<file path="config.mk">
export PLATFORM = sky130hd
export DESIGN_NAME = ite_master
export DESIGN_NICKNAME = d
export VERILOG_FILES = /design/src/rtl/ite_pkg.sv /design/src/rtl/ite_master.sv /design/src/rtl/ite_tick_gen.sv
export SDC_FILE = /design/constraint.sdc
export NUM_CORES = 2
export LEC_CHECK = 0
export BUFFER_PORTS_ARGS = -buffer_cell sky130_fd_sc_hd__buf_2
export CELL_PAD_IN_SITES_DETAIL_PLACEMENT = 1
export CELL_PAD_IN_SITES_GLOBAL_PLACEMENT = 1
export CORE_MARGIN = 2
export CORE_UTILIZATION = 25
export DETAILED_ROUTE_END_ITERATION = 8
export HOLD_SLACK_MARGIN = 0.06
export PLACE_DENSITY_LB_ADDON = 0.1
export SYNTH_ARGS = -nofsm -noshare
export SYNTH_HDL_FRONTEND = slang
export SYNTH_HIERARCHICAL = 1
export SYNTH_SLANG_ARGS = --single-unit
</file>
<file path="constraint.sdc">
create_clock -name clock -period 6.5 [get_ports clock]
set_input_delay 1.3 -clock clock [delete_from_list [all_inputs] [get_ports clock]]
set_output_delay 1.3 -clock clock [all_outputs]
set_load 0.01 [all_outputs]
</file>
<file path="src/rtl/ite_pkg.sv">
package ite_pkg;

   // Clock and bus timing
   localparam int unsigned CLK_HZ        = 250_000_000;
   localparam int unsigned BUS_HZ        = 100_000;
   // Four quarter phases per serial bit
   localparam int unsigned QUARTER_CYC   = CLK_HZ / (4 * BUS_HZ);
   // Longest wait on a held-low clock line
   localparam int unsigned TIMEOUT_US    = 1000;
   localparam int unsigned TIMEOUT_CYC   = TIMEOUT_US * (CLK_HZ / 1_000_000);

   // Buffer geometry
   localparam int unsigned IDX_W         = 8;
   localparam int unsigned CNT_W         = 9;
   localparam int unsigned BUF_DEPTH     = 256;

   // Byte framing: eight data bits then one acknowledge slot
   localparam logic [3:0]  ACK_SLOT      = 4'h8;
   localparam logic [1:0]  LAST_QUARTER  = 2'h3;

   // Values after reset
   localparam logic        RESULT_RST    = 1'b0;

   typedef enum logic [1:0] {
      ITE_OP_WRITE,
      ITE_OP_READ,
      ITE_OP_STOP
   } ite_op_type;

   typedef struct packed {
      ite_op_type         op;
      logic [6:0]         target_address;
      logic [IDX_W-1:0]   start_index;
      logic [CNT_W-1:0]   count;
   } ite_cmd_type;

   typedef enum logic [2:0] {
      ITE_ST_IDLE,
      ITE_ST_HOLD,
      ITE_ST_START,
      ITE_ST_BIT,
      ITE_ST_STOP
   } ite_state_type;

endpackage

</file>
<file path="src/rtl/ite_master.sv">
// Contract
// - master only, bus clocked at 100 kHz
// - slaves selected by their seven-bit address
// - write: START, address, direction bit low
// - write address not acknowledged: STOP, abandon
// - write sends count bytes from start index
// - fully acked write ends without STOP, bus held
// - read may follow held write directly
// - result flag 1 acked, 0 otherwise
// - read: START, address, direction bit high
// - read address not acknowledged: STOP, abandon
// - master clocks, slave shifts bits out
// - acknowledge every read byte except last
// - last read byte unacknowledged, then STOP
// - read bytes stored from start index onward
`timescale 1ns/1ps
module ite_master #(
   parameter int unsigned QUARTER_CYCLES = ite_pkg::QUARTER_CYC,  // Quarter bit time
   parameter int unsigned TIMEOUT_CYCLES = ite_pkg::TIMEOUT_CYC   // Stretch timeout
) (
   input  wire logic                       clock,         // 250 MHz clock
   input  wire logic                       resetn,        // Async reset, active low
   input  wire ite_pkg::ite_cmd_type       cmd,           // Command fields
   input  wire logic                       cmd_valid,     // Command offered
   output logic                            cmd_ready,     // Command taken when both high
   output logic                            done,          // Transfer finished pulse
   output logic                            result,        // 1 acked, 0 failed
   output logic                            busy,          // Transfer in progress
   output logic                            bus_held,      // Write left bus open
   input  wire logic                       buf_wr_en,     // User buffer write
   input  wire logic [ite_pkg::IDX_W-1:0]  buf_wr_index,  // User write index
   input  wire logic [7:0]                 buf_wr_data,   // User write byte
   input  wire logic [ite_pkg::IDX_W-1:0]  buf_rd_index,  // User read index
   output logic [7:0]                      buf_rd_data,   // User read byte, registered
   input  wire logic                       scl_i,         // Clock line level
   output logic                            scl_o,         // Clock line drive value
   output logic                            scl_oe,        // Clock line pulled low
   input  wire logic                       sda_i,         // Data line level
   output logic                            sda_o,         // Data line drive value
   output logic                            sda_oe         // Data line pulled low
);

   localparam int unsigned TW = $clog2(TIMEOUT_CYCLES + 1);

   // Data memory buffer
   logic [7:0]                  data_memory_buffer [ite_pkg::BUF_DEPTH];

   ite_pkg::ite_state_type      state_q, state_d;
   ite_pkg::ite_op_type         op_q, op_d;
   logic [1:0]                  qtr_q, qtr_d;
   logic [3:0]                  bit_q, bit_d;
   logic [7:0]                  sh_q, sh_d;
   logic                        addr_phase_q, addr_phase_d;
   logic                        ack_q, ack_d;
   logic [ite_pkg::IDX_W-1:0]   idx_q, idx_d;
   logic [ite_pkg::CNT_W-1:0]   rem_q, rem_d;
   logic                        result_q, result_d;
   logic                        done_q, done_d;
   logic                        scl_oe_q, scl_oe_d;
   logic                        sda_oe_q, sda_oe_d;
   logic [TW-1:0]               tmo_q, tmo_d;
   logic                        eng_we;
   logic                        tick;
   logic                        run;
   logic                        tx;
   logic                        scl_m, scl_s, sda_m, sda_s;

   // Two-stage synchronisers for the shared bus lines
   always_ff @(posedge clock or negedge resetn) begin
      if (!resetn) begin
         scl_m <= 1'b1;
         scl_s <= 1'b1;
         sda_m <= 1'b1;
         sda_s <= 1'b1;
      end else begin
         scl_m <= scl_i;
         scl_s <= scl_m;
         sda_m <= sda_i;
         sda_s <= sda_m;
      end
   end

   assign run = (state_q != ite_pkg::ITE_ST_IDLE) && (state_q != ite_pkg::ITE_ST_HOLD);

   ite_tick_gen #(
      .DIV (QUARTER_CYCLES)
   ) u_tick (
      .clock  (clock),
      .resetn (resetn),
      .run    (run),
      .tick   (tick)
   );

   // Address byte and write data are shifted out, read data in
   assign tx = addr_phase_q || (op_q == ite_pkg::ITE_OP_WRITE);

   // Engine next state
   always_comb begin
      state_d      = state_q;
      op_d         = op_q;
      qtr_d        = qtr_q;
      bit_d        = bit_q;
      sh_d         = sh_q;
      addr_phase_d = addr_phase_q;
      ack_d        = ack_q;
      idx_d        = idx_q;
      rem_d        = rem_q;
      result_d     = result_q;
      done_d       = 1'b0;
      scl_oe_d     = scl_oe_q;
      sda_oe_d     = sda_oe_q;
      tmo_d        = '0;
      eng_we       = 1'b0;
      case (state_q)
         ite_pkg::ITE_ST_IDLE, ite_pkg::ITE_ST_HOLD: begin
            if (cmd_valid) begin
               op_d         = cmd.op;
               idx_d        = cmd.start_index;
               rem_d        = cmd.count;
               qtr_d        = 2'h0;
               bit_d        = 4'h0;
               addr_phase_d = 1'b1;
               sh_d         = {cmd.target_address, cmd.op == ite_pkg::ITE_OP_READ};
               // held bus restarts for a read
               if (cmd.op == ite_pkg::ITE_OP_STOP) begin
                  state_d = ite_pkg::ITE_ST_STOP;
               end else begin
                  state_d = ite_pkg::ITE_ST_START;
               end
            end
         end
         ite_pkg::ITE_ST_START: begin
            if (tick) begin
               qtr_d = qtr_q + 2'h1;
               case (qtr_q)
                  2'h0: begin
                     scl_oe_d = 1'b1;
                     sda_oe_d = 1'b0;
                  end
                  2'h1: scl_oe_d = 1'b0;
                  2'h2: sda_oe_d = 1'b1;
                  default: begin
                     scl_oe_d = 1'b1;
                     state_d  = ite_pkg::ITE_ST_BIT;
                  end
               endcase
            end
         end
         ite_pkg::ITE_ST_BIT: begin
            // Clock stretching; a slave holding SCL too long aborts
            if (qtr_q == 2'h2 && !scl_s) begin
               tmo_d = tmo_q + TW'(1);
               if (tmo_q >= TW'(TIMEOUT_CYCLES - 1)) begin
                  result_d = 1'b0;
                  state_d  = ite_pkg::ITE_ST_STOP;
                  qtr_d    = 2'h0;
               end
            end else if (tick) begin
               qtr_d = qtr_q + 2'h1;
               case (qtr_q)
                  2'h0: begin
                     scl_oe_d = 1'b1;
                     if (bit_q != ite_pkg::ACK_SLOT) begin
                        sda_oe_d = tx ? ~sh_q[7] : 1'b0;
                     end else begin
                        // ack all but last read byte
                        sda_oe_d = !tx && (rem_q != ite_pkg::CNT_W'(1));
                     end
                  end
                  2'h1: scl_oe_d = 1'b0;
                  2'h2: begin
                     if (bit_q != ite_pkg::ACK_SLOT) begin
                        sh_d = {sh_q[6:0], sda_s};
                     end else begin
                        ack_d = ~sda_s;
                     end
                  end
                  default: begin
                     scl_oe_d = 1'b1;
                     if (bit_q != ite_pkg::ACK_SLOT) begin
                        bit_d = bit_q + 4'h1;
                     end else begin
                        bit_d = 4'h0;
                        if (addr_phase_q) begin
                           addr_phase_d = 1'b0;
                           if (!ack_q) begin
                              result_d = 1'b0;
                              state_d  = ite_pkg::ITE_ST_STOP;
                           end else if (rem_q == '0) begin
                              result_d = 1'b1;
                              if (op_q == ite_pkg::ITE_OP_WRITE) begin
                                 state_d  = ite_pkg::ITE_ST_HOLD;
                                 scl_oe_d = 1'b1;
                                 done_d   = 1'b1;
                              end else begin
                                 state_d = ite_pkg::ITE_ST_STOP;
                              end
                           end else if (op_q == ite_pkg::ITE_OP_WRITE) begin
                              sh_d = data_memory_buffer[idx_q];
                           end
                        end else if (op_q == ite_pkg::ITE_OP_WRITE) begin
                           if (!ack_q) begin
                              result_d = 1'b0;
                              state_d  = ite_pkg::ITE_ST_STOP;
                           end else begin
                              idx_d = idx_q + ite_pkg::IDX_W'(1);
                              rem_d = rem_q - ite_pkg::CNT_W'(1);
                              sh_d  = data_memory_buffer[idx_q + ite_pkg::IDX_W'(1)];
                              if (rem_q == ite_pkg::CNT_W'(1)) begin
                                 result_d = 1'b1;
                                 state_d  = ite_pkg::ITE_ST_HOLD;
                                 scl_oe_d = 1'b1;
                                 done_d   = 1'b1;
                              end
                           end
                        end else begin
                           eng_we = 1'b1;
                           idx_d  = idx_q + ite_pkg::IDX_W'(1);
                           rem_d  = rem_q - ite_pkg::CNT_W'(1);
                           if (rem_q == ite_pkg::CNT_W'(1)) begin
                              result_d = 1'b1;
                              state_d  = ite_pkg::ITE_ST_STOP;
                           end
                        end
                     end
                  end
               endcase
            end
         end
         ite_pkg::ITE_ST_STOP: begin
            if (tick) begin
               qtr_d = qtr_q + 2'h1;
               case (qtr_q)
                  2'h0: begin
                     scl_oe_d = 1'b1;
                     sda_oe_d = 1'b1;
                  end
                  2'h1: scl_oe_d = 1'b0;
                  2'h2: sda_oe_d = 1'b0;
                  default: begin
                     state_d = ite_pkg::ITE_ST_IDLE;
                     done_d  = 1'b1;
                  end
               endcase
            end
         end
         default: state_d = ite_pkg::ITE_ST_IDLE;
      endcase
   end

   // Engine registers
   always_ff @(posedge clock or negedge resetn) begin
      if (!resetn) begin
         state_q      <= ite_pkg::ITE_ST_IDLE;
         op_q         <= ite_pkg::ITE_OP_STOP;
         qtr_q        <= 2'h0;
         bit_q        <= 4'h0;
         sh_q         <= 8'h00;
         addr_phase_q <= 1'b0;
         ack_q        <= 1'b0;
         idx_q        <= '0;
         rem_q        <= '0;
         result_q     <= ite_pkg::RESULT_RST;
         done_q       <= 1'b0;
         scl_oe_q     <= 1'b0;
         sda_oe_q     <= 1'b0;
         tmo_q        <= '0;
      end else begin
         state_q      <= state_d;
         op_q         <= op_d;
         qtr_q        <= qtr_d;
         bit_q        <= bit_d;
         sh_q         <= sh_d;
         addr_phase_q <= addr_phase_d;
         ack_q        <= ack_d;
         idx_q        <= idx_d;
         rem_q        <= rem_d;
         result_q     <= result_d;
         done_q       <= done_d;
         scl_oe_q     <= scl_oe_d;
         sda_oe_q     <= sda_oe_d;
         tmo_q        <= tmo_d;
      end
   end

   // Buffer; engine store wins, user writes only land while not busy
   always_ff @(posedge clock) begin
      if (eng_we) begin
         data_memory_buffer[idx_q] <= sh_q;
      end else if (buf_wr_en && !run) begin
         data_memory_buffer[buf_wr_index] <= buf_wr_data;
      end
      buf_rd_data <= data_memory_buffer[buf_rd_index];
   end

   // Open-drain pins only ever pull low
   assign scl_o     = 1'b0;
   assign sda_o     = 1'b0;
   assign scl_oe    = scl_oe_q;
   assign sda_oe    = sda_oe_q;
   assign done      = done_q;
   assign result    = result_q;
   assign busy      = run;
   assign bus_held  = (state_q == ite_pkg::ITE_ST_HOLD);
   assign cmd_ready = !run;

endmodule // ite_master

</file>
<file path="src/rtl/ite_tick_gen.sv">
`timescale 1ns/1ps
module ite_tick_gen #(
   parameter int unsigned DIV = ite_pkg::QUARTER_CYC
) (
   input  wire logic clock,   // System clock
   input  wire logic resetn,  // Async reset, active low
   input  wire logic run,     // Count while high, clear while low
   output logic      tick     // One-cycle enable each DIV cycles
);

   localparam int unsigned CW = $clog2(DIV + 1);

   logic [CW-1:0] cnt_q;
   logic [CW-1:0] cnt_d;
   logic          tick_d;

   // Divider next state; cleared so phases align to the command
   always_comb begin
      cnt_d  = cnt_q;
      tick_d = 1'b0;
      if (!run) begin
         cnt_d = '0;
      end else if (cnt_q == CW'(DIV - 1)) begin
         cnt_d  = '0;
         tick_d = 1'b1;
      end else begin
         cnt_d = cnt_q + CW'(1);
      end
   end

   always_ff @(posedge clock or negedge resetn) begin
      if (!resetn) begin
         cnt_q <= '0;
         tick  <= 1'b0;
      end else begin
         cnt_q <= cnt_d;
         tick  <= tick_d;
      end
   end

endmodule // ite_tick_gen

</file>
==> results.md <==
* M1 WL at 250 mm
* Share of cells above drive strength 1 at 0.403
* FILL cells at 47639
* Commonest non-fill, non-tap cell in the layout: edfxtp_1
* WL final at about 600 mm
* Synthesized area at roughly 120000 µm²
* Largest net degree at the start of global routing at approximately 160
* YS warnings at 6
* Async S/R FF share, synth at 0.0352
* Clk pwr share at 0.497
* Max Cap Viol at 4
* Post-CTS Resized at 0
* Initial DRC count at between 9000 and 10000
* Crit path largest cell delay at roughly 1.3 ns
* Mapped Cells at about 6500
* NumNets Final at 6872
* IO Count at 73
* Met2 WL at roughly 280 mm
* Worst-margin pin slew at ~1.6 ns
* Net Sw Power at around 7300 µW
* Minimum clock period at roughly 5.7 ns
* Row count at 250
* Avg Cell Area, Syn at 18.0 µm²
* Met3 WL at 45.4 mm
* Worst setup EP type: flip-flop
* # setup viols final at 0
* Leakage at around 0.038 µW
* Post-synth EDFFs at between 2000 and 2500
* Critical path's slowest cell: nor2_1
* Vias in the first global route at ~78000
* Register Area at between 60000 and 70000 µm²
* Area share of the largest cell type after synthesis at 0.527
* Residual DRC at 0
* Share of power burned in registers at 0.472
* Worst hold path type: primary input to async pin
* Worst-case clock skew at about 0.068 ns
* Final cell count without fillers at 13249
* Crit-path max FO at 20
* Drt wl/cell at 45.5 µm
* Post-Layout Inst Area at 137000 µm²
* CTS Hold Bufs at 0
* Worst EP arrival at between 6 and 7 ns
* Remaining antenna violation count at 0
* RSZ-0062 raised after global routing: false
* Worst-path clk slew at approximately 0.06 ns
* Most frequent cells in the layout: edfxtp_1 (2048), mux4_2 (1699), buf_4 (486)
* Post-placement cell area at around 130000 µm²
* Slew Viols, Final at 22
* Gp weighted congestion at slightly above 0.9
* Port buffer count at 70
* Gr ovfl total at 0
* Avg Vias per Cell at just under 6
* Final worst-path cycle share at 0.870
* #FFs+latches synth at 2131
* Multi-input gate area at between 50000 and 60000 µm²
* Setup Total Neg Slack at 0 ns
* H-tree levels at 5
* Vias at between 70000 and 80000
* Cell variety after synth at 82
* Total global-route track usage at 0.251
* Top sig layer: met5
* Synth-to-Final Area Change at 17.0%
* Top cells by area, synth: edfxtp_1 (53%), mux4_2 (33%), dfrtp_1 (1.5%)
* Clock latency on the worst-skew pair at around 1 ns
* Die Y-Extent at 687 µm
* Largest area contributor in the netlist: edfxtp_1
* DR pass1 iterations at 8
* R2R setup slack at ~0.84 ns
* Postcts setup bufs at 0
* Worst setup SP type: flip-flop
* Pwr dens at around 230 nW/µm²
* Setup WS post-layout at 0.843 ns
* CTS tree: done
* Cell chain of the critical path: buf_4 -> inv_2 -> nand2_1 -> o21ai_1 -> nand3_2 -> nor2_1
* Gate power share at 0.031
* Final HPWL DP at a little over 400 mm
* Placeable core region at between 400000 and 500000 µm²
* Req. time, crit path at 7.07 ns
* Bufs on Longest Clock Path at 4
* Synth Flop Type: edfxtp_1
* Net Sw Frac at 0.231
* Placed insts at between 10000 and 15000
* Failing checks: max-capacitance violations, max-slew violations
* Initial Utilization at 0.251
* Inserted Clock Buffers at 280
* Maximum clock rate at around 0.18 GHz
* Die area at 472000 µm²
* Global-route wire length before repair at approximately 790 mm
* Final hold viol count at 0
* Max-slew headroom at -0.0581
* Die W at between 600 and 700 µm
* Status: complete, but fails checks
* Antenna violations before repair at 64
* Peak VDD IR at about 0.29 mV
* Register area share after synthesis at 0.544
* Pwr Total at approximately 32000 µW
* CTS root buf: clkbuf_16
* Pre-CTS WS at between 0.8 and 0.9 ns
* Worst Setup Path Type: flip-flop to flip-flop
* Internal at 24300 µW
* Sink Count at 2131
## synthesized netlist by cell type, types with 18 or more instances
master    count
a32oi_1      42
buf_2       200
mux2_2       23
a22oi_1     125
clkbuf_1    225
a221oi_1     32
o22ai_1      33
dfrtp_1      70
nor2_1      367
a22o_1       28
buf_1        55
nor3_1       31
xor2_1       18
nand2_1     462
a31oi_1      33
mux4_2     1699
edfxtp_1   2048
nand4_1      44
o21ai_0      73
a21oi_1      66
nand3_1     211
buf_4        94
mux2i_1     171
inv_1        21
## area by class of cell
type                       count  share of cell area
antenna                       59             0.00108
clock buffer                 356              0.0547
clock inverter               139              0.0107
inverter                      24            0.000733
multi-input combinational   3735               0.370
sequential                  2131               0.466
tap                         6174              0.0566
timing repair buffer         631              0.0407
## registers in the layout (all words and copies together) (netlist names), 2 cells and up
register            count
u_tick/cnt_q           10
op_q                    2
qtr_q                   2
data_memory_buffer   2048
buf_rd_data             8
bit_q                   4
state_q                 3
rem_q                   9
idx_q                   8
sh_q                    8
tmo_q                  18
## final timing paths
check | startpoint | to | cells past startpoint
min in group clock | sda_m | sda_s | 0
worst min-delay path | resetn | result | 1
worst min register to register | sda_m | sda_s | 0
worst max-delay path | idx_q[2] | data_memory_buffer[234][0] | 6
worst max register to register | idx_q[2] | data_memory_buffer[234][0] | 6
max in group asynchronous | resetn | idx_q[4] | 2
## power by group through the flow
stage | logic (µW) | registers, µW | clock network (µW)
3_3_place_gp | 987 | 15200 | 0
3_5_place_dp | 989 | 15200 | 0
5_1_grt | 1010 | 14900 | 16500
4_1_cts | 988 | 14900 | 16100
2_1_floorplan | 505 | 15200 | 0
6_report | 978 | 14900 | 15700
## routing by layer
metal | vias up | track usage
li1 | 28834 | -
met1 | 43758 | 0.336
met4 | 24 | 0.113
met2 | 3719 | 0.391
met3 | 848 | 0.0525
met5 | - | 0
## critical path, delay by kind of cell (launching register included)
| family | cells | cell delay, ns |
|---|---|---|
| compound gates | 1 | 0.60 |
| buf+inv | 2 | 1.24 |
| flops | 1 | 0.65 |
| simple gates | 3 | 2.66 |
## metrics by stage
step | hold WS (ns) | utilization
final | 0.300 | 0.294
after global routing | 0.311 | 0.294
after CTS | 0.247 | 0.294
after detailed placement | 0.349 | 0.275
after global placement | 0.351 | 0.275
after floorplan | 0.345 | -
## cell families (layout without fill, tap and decap cells)
| family | Yosys count | count (layout) | share of synthesized area |
|---|---|---|---|
| AO/OA/AOI/OAI | 558 | 558 | 0.0342 |
| XOR/XNOR | 31 | 31 | 0.00246 |
| adder cells (fa/ha/maj) | 13 | 13 | 0.00139 |
| buffers and inverters | 614 | 1150 | 0.0260 |
| flip-flops | 2131 | 2131 | 0.544 |
| multiplexers | 1893 | 1893 | 0.345 |
| other | 1 | 61 | 0.0000321 |
| AND/OR/NAND/NOR | 1238 | 1238 | 0.0467 |
Power figures use the tool's default switching activity.
